$ cat config.mk
export PLATFORM = sky130hd
export DESIGN_NAME = nvtr_top
export DESIGN_NICKNAME = d
export VERILOG_FILES = /design/src/verilog/nvtr_classify.v /design/src/verilog/nvtr_irq.v /design/src/verilog/nvtr_top.v
export VERILOG_INCLUDE_DIRS = /design/src /design/src/verilog
export SDC_FILE = /design/constraint.sdc
export NUM_CORES = 1
export LEC_CHECK = 0
export ABC_AREA = 1
export ABC_CLOCK_PERIOD_IN_PS = 2400
export BUFFER_PORTS_ARGS = -buffer_cell sky130_fd_sc_hd__clkbuf_2
export CAP_MARGIN = 20
export CORE_MARGIN = 8
export CORE_UTILIZATION = 50
export CTS_BUF_LIST = sky130_fd_sc_hd__clkbuf_8
export DETAILED_ROUTE_END_ITERATION = 8
export MAX_ROUTING_LAYER = met4
export PLACE_DENSITY = 0.83
export SYNTH_ARGS = -nofsm -noshare
export SYNTH_HDL_FRONTEND = slang
export SYNTH_SLANG_ARGS = --single-unit
$ cat constraint.sdc
create_clock -name pclk -period 2.4 [get_ports pclk]
set_input_delay 0.24 -clock pclk [delete_from_list [all_inputs] [get_ports pclk]]
set_output_delay 0.24 -clock pclk [all_outputs]
set_load 0.02 [all_outputs]
$ cat src/verilog/nvtr_defs.vh
// constants for the nested virtualisation trap and redirect block
// included by every design file of the block; definitions only
`ifndef NVTR_DEFS_VH
`define NVTR_DEFS_VH

// apb byte offsets
`define NVTR_CTRL_OFF    8'h00
`define NVTR_CFG_OFF     8'h04
`define NVTR_STAT_OFF    8'h08
`define NVTR_CLR_OFF     8'h0c
`define NVTR_EN_OFF      8'h10
`define NVTR_LAST_OFF    8'h14
`define NVTR_CNT_OFF     8'h18
`define NVTR_INFO_OFF    8'h1c

// field positions
`define NVTR_NV_CFG_POS  42
`define NVTR_NV_BIT      10
`define NVTR_NV2_BIT     0
`define NVTR_TSC_BIT     1
`define NVTR_API_BIT     2

// reset values
`define NVTR_CTRL_RST    3'h0
`define NVTR_EN_RST      3'h0

// syndrome classes
`define NVTR_EC_SYSREG   6'h18
`define NVTR_EC_SMC      6'h17
`define NVTR_EC_ERET     6'h1a
`define NVTR_EC_PAUTH    6'h09
`define NVTR_FAKE_LEVEL  2'h2

// operation kinds
`define NVTR_OP_NONE     4'h0
`define NVTR_OP_RD       4'h1
`define NVTR_OP_WR       4'h2
`define NVTR_OP_CUR_RD   4'h3
`define NVTR_OP_AT_HYP   4'h4
`define NVTR_OP_AT_KERN  4'h5
`define NVTR_OP_SMC      4'h6
`define NVTR_OP_ERET     4'h7
`define NVTR_OP_ERETAA   4'h8
`define NVTR_OP_ERETAB   4'h9

// register classes
`define NVTR_R_OTHER     4'h0
`define NVTR_R_HYP       4'h1
`define NVTR_R_HYP_K     4'h2
`define NVTR_R_HYP_U     4'h3
`define NVTR_R_SP_HYP    4'h4
`define NVTR_R_BANKED    4'h5
`define NVTR_R_SP_KERN   4'h6
`define NVTR_R_SS_HYP    4'h7
`define NVTR_R_ERA_HYP   4'h8
`define NVTR_R_SYN_HYP   4'h9
`define NVTR_R_FA_HYP    4'ha
`define NVTR_R_SS_KERN   4'hb
`define NVTR_R_ERA_KERN  4'hc
`define NVTR_R_SYN_KERN  4'hd
`define NVTR_R_FA_KERN   4'he

// interrupt status bits
`define NVTR_IRQ_N       3
`define NVTR_S_TRAP      0
`define NVTR_S_REDIR     1
`define NVTR_S_PRIO      2
`endif

$ cat src/verilog/nvtr_classify.v
// combinational classifier: decides trap, syndrome and redirect per op
// assumes a same-clock op descriptor; the caller registers the results
`timescale 1ns/1ps
`include "nvtr_defs.vh"
module nvtr_classify #(
   parameter HAS_MONITOR = 0
) (
   // mode
   input  wire       trap_mode,
   input  wire       redir_mode,
   input  wire       smc_trap_ctrl,
   input  wire       hyp_en,
   // op
   input  wire       op_valid,
   input  wire [1:0] op_level,
   input  wire [3:0] op_kind,
   input  wire [3:0] op_reg,
   input  wire       pauth_req,
   // result
   output reg        trap,
   output reg  [5:0] ec,
   output reg        redir,
   output reg  [3:0] redir_reg,
   output reg  [1:0] level_data,
   output reg        prio_hit
);

   // hyp, hyp-kernel, hyp-user suffix classes and the ss/era/syn/fa hyp classes, stack_ptr_hyp excluded
   function is_hyp;
      input [3:0] r;
      begin
         is_hyp = (r == `NVTR_R_HYP) || (r == `NVTR_R_HYP_K) ||
                  (r == `NVTR_R_HYP_U) || (r >= `NVTR_R_SS_HYP && r <= `NVTR_R_FA_HYP);
      end
   endfunction

   reg gate;
   reg acc;
   reg t_reg;
   reg t_at;
   reg t_smc;
   reg t_eret;
   reg auth;

   // trap and redirect decision
   always @* begin
      gate   = op_valid && (op_level == 2'h1) && hyp_en;
      acc    = (op_kind == `NVTR_OP_RD) || (op_kind == `NVTR_OP_WR);
      t_reg  = acc && (is_hyp(op_reg) || op_reg == `NVTR_R_BANKED ||
                       op_reg == `NVTR_R_SP_KERN);
      t_at   = (op_kind == `NVTR_OP_AT_HYP) || (op_kind == `NVTR_OP_AT_KERN);
      t_smc  = (op_kind == `NVTR_OP_SMC) && (HAS_MONITOR == 0) && smc_trap_ctrl;
      auth   = (op_kind == `NVTR_OP_ERETAA) || (op_kind == `NVTR_OP_ERETAB);
      t_eret = (op_kind == `NVTR_OP_ERET) || auth;
      trap     = 1'b0;
      ec       = `NVTR_EC_SYSREG;
      prio_hit = 1'b0;
      if (gate && trap_mode && (t_reg || t_at || t_smc || t_eret)) begin
         trap = 1'b1;
         if (t_smc)
            ec = `NVTR_EC_SMC;
         else if (t_eret)
            ec = `NVTR_EC_ERET;
         prio_hit = auth && pauth_req;
      end else if (gate && auth && pauth_req) begin
         trap = 1'b1;
         ec   = `NVTR_EC_PAUTH;
      end
      redir     = op_valid && redir_mode && acc && (op_level == 2'h1) &&
                  (op_reg >= `NVTR_R_SS_HYP) && (op_reg <= `NVTR_R_FA_HYP);
      redir_reg = op_reg;
      case (op_reg)
         `NVTR_R_SS_HYP:  if (redir) redir_reg = `NVTR_R_SS_KERN;
         `NVTR_R_ERA_HYP: if (redir) redir_reg = `NVTR_R_ERA_KERN;
         `NVTR_R_SYN_HYP: if (redir) redir_reg = `NVTR_R_SYN_KERN;
         `NVTR_R_FA_HYP:  if (redir) redir_reg = `NVTR_R_FA_KERN;
         default:         redir_reg = op_reg;
      endcase
      // faked level readback
      level_data = (gate && trap_mode) ? `NVTR_FAKE_LEVEL : op_level;
   end

endmodule // nvtr_classify

$ cat src/verilog/nvtr_irq.v
// sticky event status, write-one-to-clear, enable mask, level interrupt
// assumes single-cycle event pulses from the same clock domain
`timescale 1ns/1ps
`include "nvtr_defs.vh"
module nvtr_irq #(
   parameter N = 3
) (
   // clock and reset
   input  wire         pclk,
   input  wire         presetn,
   // events and control
   input  wire [N-1:0] ev,
   input  wire         clr_wr,
   input  wire [N-1:0] clr_data,
   input  wire [N-1:0] en,
   // result
   output wire [N-1:0] status,
   output reg          irq
);

   reg [N-1:0] status_reg;
   genvar i;

   // per-bit sticky flag; a set in the clear cycle wins
   generate
      for (i = 0; i < N; i = i + 1) begin : g_bit
         always @(posedge pclk or negedge presetn) begin
            if (!presetn)
               status_reg[i] <= 1'b0;
            else if (ev[i])
               status_reg[i] <= 1'b1;
            else if (clr_wr && clr_data[i])
               status_reg[i] <= 1'b0;
         end
      end
   endgenerate

   assign status = status_reg;

   // registered level interrupt
   always @(posedge pclk or negedge presetn) begin
      if (!presetn)
         irq <= 1'b0;
      else
         irq <= |(status_reg & en);
   end

endmodule // nvtr_irq

$ cat src/verilog/nvtr_top.v
// nested virtualisation trap and redirect control with apb registers
// assumes op descriptors from pipeline logic on pclk, apb master on pclk
//
// The placing of the registers and the APB register port were chosen for this implementation.
`timescale 1ns/1ps
`include "nvtr_defs.vh"

module nvtr_top #(
   parameter NESTED_VIRT_FEATURE     = 1,
   parameter NESTED_VIRT_V2_FEATURE    = 1,
   parameter HAS_MONITOR = 0,
   parameter CNT_W       = 16
) (
   // clock and reset
   input  wire        pclk,
   input  wire        presetn,
   // apb slave
   input  wire        psel,
   input  wire        penable,
   input  wire        pwrite,
   input  wire [7:0]  paddr,
   input  wire [31:0] pwdata,
   output reg  [31:0] prdata,
   output reg         pready,
   output reg         pslverr,
   // op descriptor from the pipeline
   input  wire        op_valid,
   input  wire [1:0]  op_level,
   input  wire [3:0]  op_kind,
   input  wire [3:0]  op_reg,
   input  wire        hyp_en,
   input  wire        pauth_req,
   // trap and redirect result
   output reg         trap_valid,
   output reg  [5:0]  trap_ec,
   output reg         redir_valid,
   output reg  [3:0]  redir_reg,
   output reg         level_valid,
   output reg  [1:0]  level_data,
   // tlb and interrupt
   output reg         nv_tlb,
   output wire        irq
);

   localparam HAS_NV  = (NESTED_VIRT_FEATURE != 0) || (NESTED_VIRT_V2_FEATURE != 0);
   localparam HAS_NV2 = (NESTED_VIRT_V2_FEATURE != 0);
   localparam HAS_TSC = HAS_NV && (HAS_MONITOR == 0);

   // control state
   reg              nv_reg;
   reg              nv2_reg;
   reg              tsc_reg;
   reg              api_reg;
   reg [`NVTR_IRQ_N-1:0] en_reg;
   reg [6:0]        last_reg;
   reg [CNT_W-1:0]  cnt_reg;
   reg [CNT_W-1:0]  cnt_next;

   // apb decode
   wire             acc_ph;
   wire             wr_en;
   wire             rd_en;
   reg              hit;
   reg [31:0]       rdata_next;

   // mode and classifier results
   wire             redir_mode;
   wire             trap_mode;
   wire             c_trap;
   wire [5:0]       c_ec;
   wire             c_redir;
   wire [3:0]       c_redir_reg;
   wire [1:0]       c_level;
   wire             c_prio;
   wire [`NVTR_IRQ_N-1:0] ev;
   wire [`NVTR_IRQ_N-1:0] status;
   wire             clr_wr;

   // access phase with one wait state; pready rises on the second cycle
   assign acc_ph = psel && penable;
   assign wr_en  = acc_ph && pready && pwrite;
   assign rd_en  = acc_ph && !pready && !pwrite;

   // effective modes: redirect needs enable, trap needs redirect clear
   assign redir_mode = HAS_NV2 && nv_reg && nv2_reg;
   assign trap_mode  = HAS_NV && nv_reg && !redir_mode;

   nvtr_classify #(
      .HAS_MONITOR (HAS_MONITOR)
   ) u_classify (
      .trap_mode  (trap_mode),
      .redir_mode (redir_mode),
      .smc_trap_ctrl        (tsc_reg),
      .hyp_en     (hyp_en),
      .op_valid   (op_valid),
      .op_level   (op_level),
      .op_kind    (op_kind),
      .op_reg     (op_reg),
      .pauth_req  (pauth_req && !api_reg),
      .trap       (c_trap),
      .ec         (c_ec),
      .redir      (c_redir),
      .redir_reg  (c_redir_reg),
      .level_data (c_level),
      .prio_hit   (c_prio)
   );

   // event pulses into the sticky status
   assign ev[`NVTR_S_TRAP]  = c_trap;
   assign ev[`NVTR_S_REDIR] = c_redir;
   assign ev[`NVTR_S_PRIO]  = c_prio;
   assign clr_wr = wr_en && (paddr == `NVTR_CLR_OFF);

   nvtr_irq #(
      .N (`NVTR_IRQ_N)
   ) u_irq (
      .pclk     (pclk),
      .presetn  (presetn),
      .ev       (ev),
      .clr_wr   (clr_wr),
      .clr_data (pwdata[`NVTR_IRQ_N-1:0]),
      .en       (en_reg),
      .status   (status),
      .irq      (irq)
   );

   // read mux and address hit
   always @* begin
      hit        = 1'b1;
      rdata_next = 32'h0000_0000;
      case (paddr)
         `NVTR_CTRL_OFF: begin
            rdata_next[`NVTR_NV2_BIT] = nv2_reg;
            rdata_next[`NVTR_TSC_BIT] = tsc_reg;
            rdata_next[`NVTR_API_BIT] = api_reg;
         end
         `NVTR_CFG_OFF: begin
            rdata_next[`NVTR_NV_BIT] = nv_reg;
         end
         `NVTR_STAT_OFF: begin
            rdata_next[`NVTR_IRQ_N-1:0] = status;
         end
         `NVTR_CLR_OFF: begin
            rdata_next = 32'h0000_0000;
         end
         `NVTR_EN_OFF: begin
            rdata_next[`NVTR_IRQ_N-1:0] = en_reg;
         end
         `NVTR_LAST_OFF: begin
            rdata_next[6:0] = last_reg;
         end
         `NVTR_CNT_OFF: begin
            rdata_next[CNT_W-1:0] = cnt_reg;
         end
         `NVTR_INFO_OFF: begin
            rdata_next[0] = HAS_NV;
            rdata_next[1] = HAS_NV2;
            rdata_next[2] = (HAS_MONITOR != 0);
         end
         default: begin
            hit = 1'b0;
         end
      endcase
   end

   // apb handshake and answer, all from flops
   always @(posedge pclk or negedge presetn) begin
      if (!presetn) begin
         pready  <= 1'b0;
         prdata  <= 32'h0000_0000;
         pslverr <= 1'b0;
      end else begin
         pready  <= acc_ph && !pready;
         pslverr <= acc_ph && !pready && !hit;
         if (rd_en)
            prdata <= rdata_next;
      end
   end

   // software control bits; absent features stay zero
   always @(posedge pclk or negedge presetn) begin
      if (!presetn) begin
         nv_reg  <= 1'b0;
         nv2_reg <= 1'b0;
         tsc_reg <= 1'b0;
         api_reg <= 1'b0;
         en_reg  <= `NVTR_EN_RST;
      end else if (wr_en) begin
         if (paddr == `NVTR_CFG_OFF)
            nv_reg <= HAS_NV && pwdata[`NVTR_NV_BIT];
         if (paddr == `NVTR_CTRL_OFF) begin
            nv2_reg <= HAS_NV2 && pwdata[`NVTR_NV2_BIT];
            tsc_reg <= HAS_TSC && pwdata[`NVTR_TSC_BIT];
            api_reg <= pwdata[`NVTR_API_BIT];
         end
         if (paddr == `NVTR_EN_OFF)
            en_reg <= pwdata[`NVTR_IRQ_N-1:0];
      end
   end

   // saturating trap counter
   always @* begin
      cnt_next = cnt_reg;
      if (wr_en && paddr == `NVTR_CNT_OFF)
         cnt_next = {CNT_W{1'b0}};
      if (c_trap && !(&cnt_reg))
         cnt_next = cnt_reg + 1'b1;
   end

   // last syndrome taken, bit 6 marks it valid
   always @(posedge pclk or negedge presetn) begin
      if (!presetn) begin
         last_reg <= 7'h00;
         cnt_reg  <= {CNT_W{1'b0}};
      end else begin
         cnt_reg <= cnt_next;
         if (c_trap)
            last_reg <= {1'b1, c_ec};
      end
   end

   // registered results to the pipeline, one cycle after the op
   always @(posedge pclk or negedge presetn) begin
      if (!presetn) begin
         trap_valid  <= 1'b0;
         trap_ec     <= 6'h00;
         redir_valid <= 1'b0;
         redir_reg   <= 4'h0;
         level_valid <= 1'b0;
         level_data  <= 2'h0;
         nv_tlb      <= 1'b0;
      end else begin
         trap_valid  <= c_trap;
         trap_ec     <= c_trap ? c_ec : 6'h00;
         redir_valid <= c_redir;
         redir_reg   <= c_redir_reg;
         level_valid <= op_valid && (op_kind == `NVTR_OP_CUR_RD);
         level_data  <= c_level;
         nv_tlb      <= nv_reg;
      end
   end

endmodule // nvtr_top

==> impl_metrics.ini <==
[cells_and_area]
drive_above_1_share = 0.190
regArea_sq_um = 1650
multi_input_area_sq_um = 1370
n_antenna_cell = 0
layout_common_cells = 124 x nand2_1, 66 x dfrtp_1, 63 x clkbuf_2
fillers = 525
fin_util = 0.601
layout.nets = 536
layout_commonest_cell = nand2_1
syn2layout_area_growth_pct = 15.6

[worst_setup_path]
worstPathRequired_ns = 2.68
crit_chain = ha_1 > nand2_1 > nor2_2 > nand3_2 > nor2_4 > nand3b_4 > nand2_4 > nand3_1 > nand2_1
critical_path.endpoint_type = flop
worstSetupPathType = flop to flop
critPathTopFamily = simple AND/OR/NAND/NOR gates
cpMostUsedCell = nand2_1
slowest_delay_ns = 0.40
crit_path_start_kind = flop
path_buf_inv = 0
arrival_ns = 2.31
critical_path_peak_fanout = 16
slowest_stage = dfrtp_1

[yosys]
syn_avg_cell_area_sq_um = 8.05
ys.flop_type = dfrtp_1
syn_area_sq_um = 3300
synthCells = 410
ys_async_sr_fraction = 1.00
ys_warn_count = 0
synth-adder-area-share = 0.00379
synth_top_family_by_area = simple AND/OR/NAND/NOR gates
synth-simple-area-share = 0.313
synth-edff-count = 0
ys_seq_area_frac = 0.501
synth_cell_types = 28
synthXorXnorAreaFrac = 0.0292
synth_compound_area_frac = 0.0493
muxShareOfSynthArea = 0
synth-seq-cells = 66

[place]
hpwlAfterDp_microns = 5580
gp_congestion = 0.958
port_buffers = 63

[global_routing]
grt_first_pass_wirelength_microns = 12900
grt_max_degree = 39
grt_pass1_vias = 2836
grt_overflow = 0
grt_antenna_before_repair = 0
track_usage = 0.167

[clocking]
cts_tree = yes
root_buffer = clkbuf_8
clk_latency_ns = 0.34
cts.sinks = 66
post_cts.repair.setup_buffers = 0
cts_buffer_depth = 2
cts_buffers = 9
clkSlewWorstSetupHoldPaths_ns = 0.07
cts-htree-levels = 3

[routing]
wl_microns = 7590
drc = 0
drt_iter0_drc = 178
vias = 2846
ant_nets = 0
first_pass_iters = 5
avgRoutedWirePerCell_microns = 13.6
via_per_inst = 5.11

[hold_path]
hold_class = input pin to flop

[sta]
finalHoldViolCount = 0
slew_viol_final = 0
fin_setup_tns_ns = 0
relSlewSlack = 0.502
tightest_slew_ns = 0.748
setup_viol = 0
period_needed_ns = 2.04
fmax_mhz = 491
min_period_over_period = 0.848
rsz0062_at_grt = no
skew_ns = 0.00770

[floorplanning]
die_h_microns = 97.2
core_area_sq_um = 6350
initial_core_util = 0.520
rows = 29
die_w_microns = 97.2
ios = 109
die_area_sq_um = 9450

[power_and_ir_drop]
ir_drop_mv = 0.379
p_per_area_nw_per_um2 = 611
switching_share = 0.261
total_power_w = 0.00233
clkPwrFrac = 0.365
seqPwrFrac = 0.525
combPwrFrac = 0.111
internal_power_w = 0.00172
p_leak_nw = 2.13
power_switching_w = 0.000609

[run_status]
status = complete, no violations

[run]
drv_cap = 0
[power groups by stage]
| stage | Clock [W] | Combinational (W) | Sequential (W) |
|---|---|---|---|
| global route | 0.000923 | 0.000294 | 0.00123 |
| finish | 0.000851 | 0.000258 | 0.00122 |
| detailed placement | 0 | 0.000257 | 0.00124 |
| floorplan | 0 | 0.000149 | 0.00126 |
| CTS | 0.000865 | 0.000261 | 0.00122 |
| global placement | 0 | 0.000249 | 0.00124 |
[Yosys cell counts, types with 2 or more instances]
cell        n  share of area
clkbuf_1    5         0.0057
buf_4      17          0.039
xor2_1     11          0.029
or2_2       3         0.0057
buf_2       5         0.0076
nor3_1      4         0.0061
o21ai_0    20          0.030
dfrtp_1    66           0.50
inv_1      41          0.047
nor3b_1     2         0.0045
nor2_1     34          0.039
nand3_1    51          0.077
nand4_1     6          0.011
a31oi_1     4         0.0076
o31ai_1     5          0.011
nand2_1   124           0.14
[path summary, 6_finish.rpt]
path / end / cells after the start / slack, ns / startpoint
worst min register to register: nv_tlb / 0 / 0.42 / nv_reg
min in group asynchronous: trap_ec[0] / 2 / 0.49 / presetn
worst max register to register: cnt_reg[0] / 9 / 0.36 / cnt_reg[1]
max in group asynchronous: pready / 3 / 1.25 / presetn
worst min-delay path: redir_reg[1] / 1 / 0.02 / op_reg[1]
worst max-delay path: cnt_reg[0] / 9 / 0.36 / cnt_reg[1]
[metrics by stage]
stage / area (sq um) / cells / hold slack, ns / setup WS (ns)
after floorplan: 3360 / 426 / -0.0556 / 0.782
after CTS: 3810 / 557 / 0.0133 / 0.385
final: 3810 / 557 / 0.0245 / 0.365
after detailed placement: 3630 / 542 / 0.337 / 0.408
after global routing: 3810 / 557 / 0.0175 / 0.145
after global placement: 3630 / 542 / 0.328 / 0.474
[repair_timing]
item	4_1_cts	5_1_grt
gates resized for setup	0	0
endpoints found under the hold margin	28	0
hold buffers	1	0
[layer usage]
| layer | global-route usage | routed length (microns) | up-vias | part of all wire |
|---|---|---|---|---|
| li1 | - | - | 1401 | - |
| met1 | 0.196 | 3320 | 1321 | 0.44 |
| met2 | 0.258 | 3630 | 107 | 0.48 |
| met3 | 0.0519 | 495 | 17 | 0.065 |
| met4 | 0.0769 | 144 | 0 | 0.019 |
| met5 | - | 0 | - | 0 |
[cells by family (layout without fill, tap and decap cells)]
| family | after synthesis | count (layout) |
|---|---|---|
| buf+inv | 70 | 124 |
| other cells | 1 | 17 |
| compound gates | 29 | 29 |
| simple gates | 232 | 232 |
| flops | 66 | 66 |
| xor+xnor | 11 | 11 |
| fa+ha+maj | 1 | 1 |
[cell type report]
type / instances / area share
Clock buffer: 9 / 0.0325
Clock inverter: 5 / 0.0128
Inverter: 42 / 0.0413
Multi-Input combinational cell: 290 / 0.359
Sequential cell: 66 / 0.433
Tap cell: 77 / 0.0253
Timing Repair Buffer: 68 / 0.0965
Note: power is estimated with default switching activity, not from simulation.
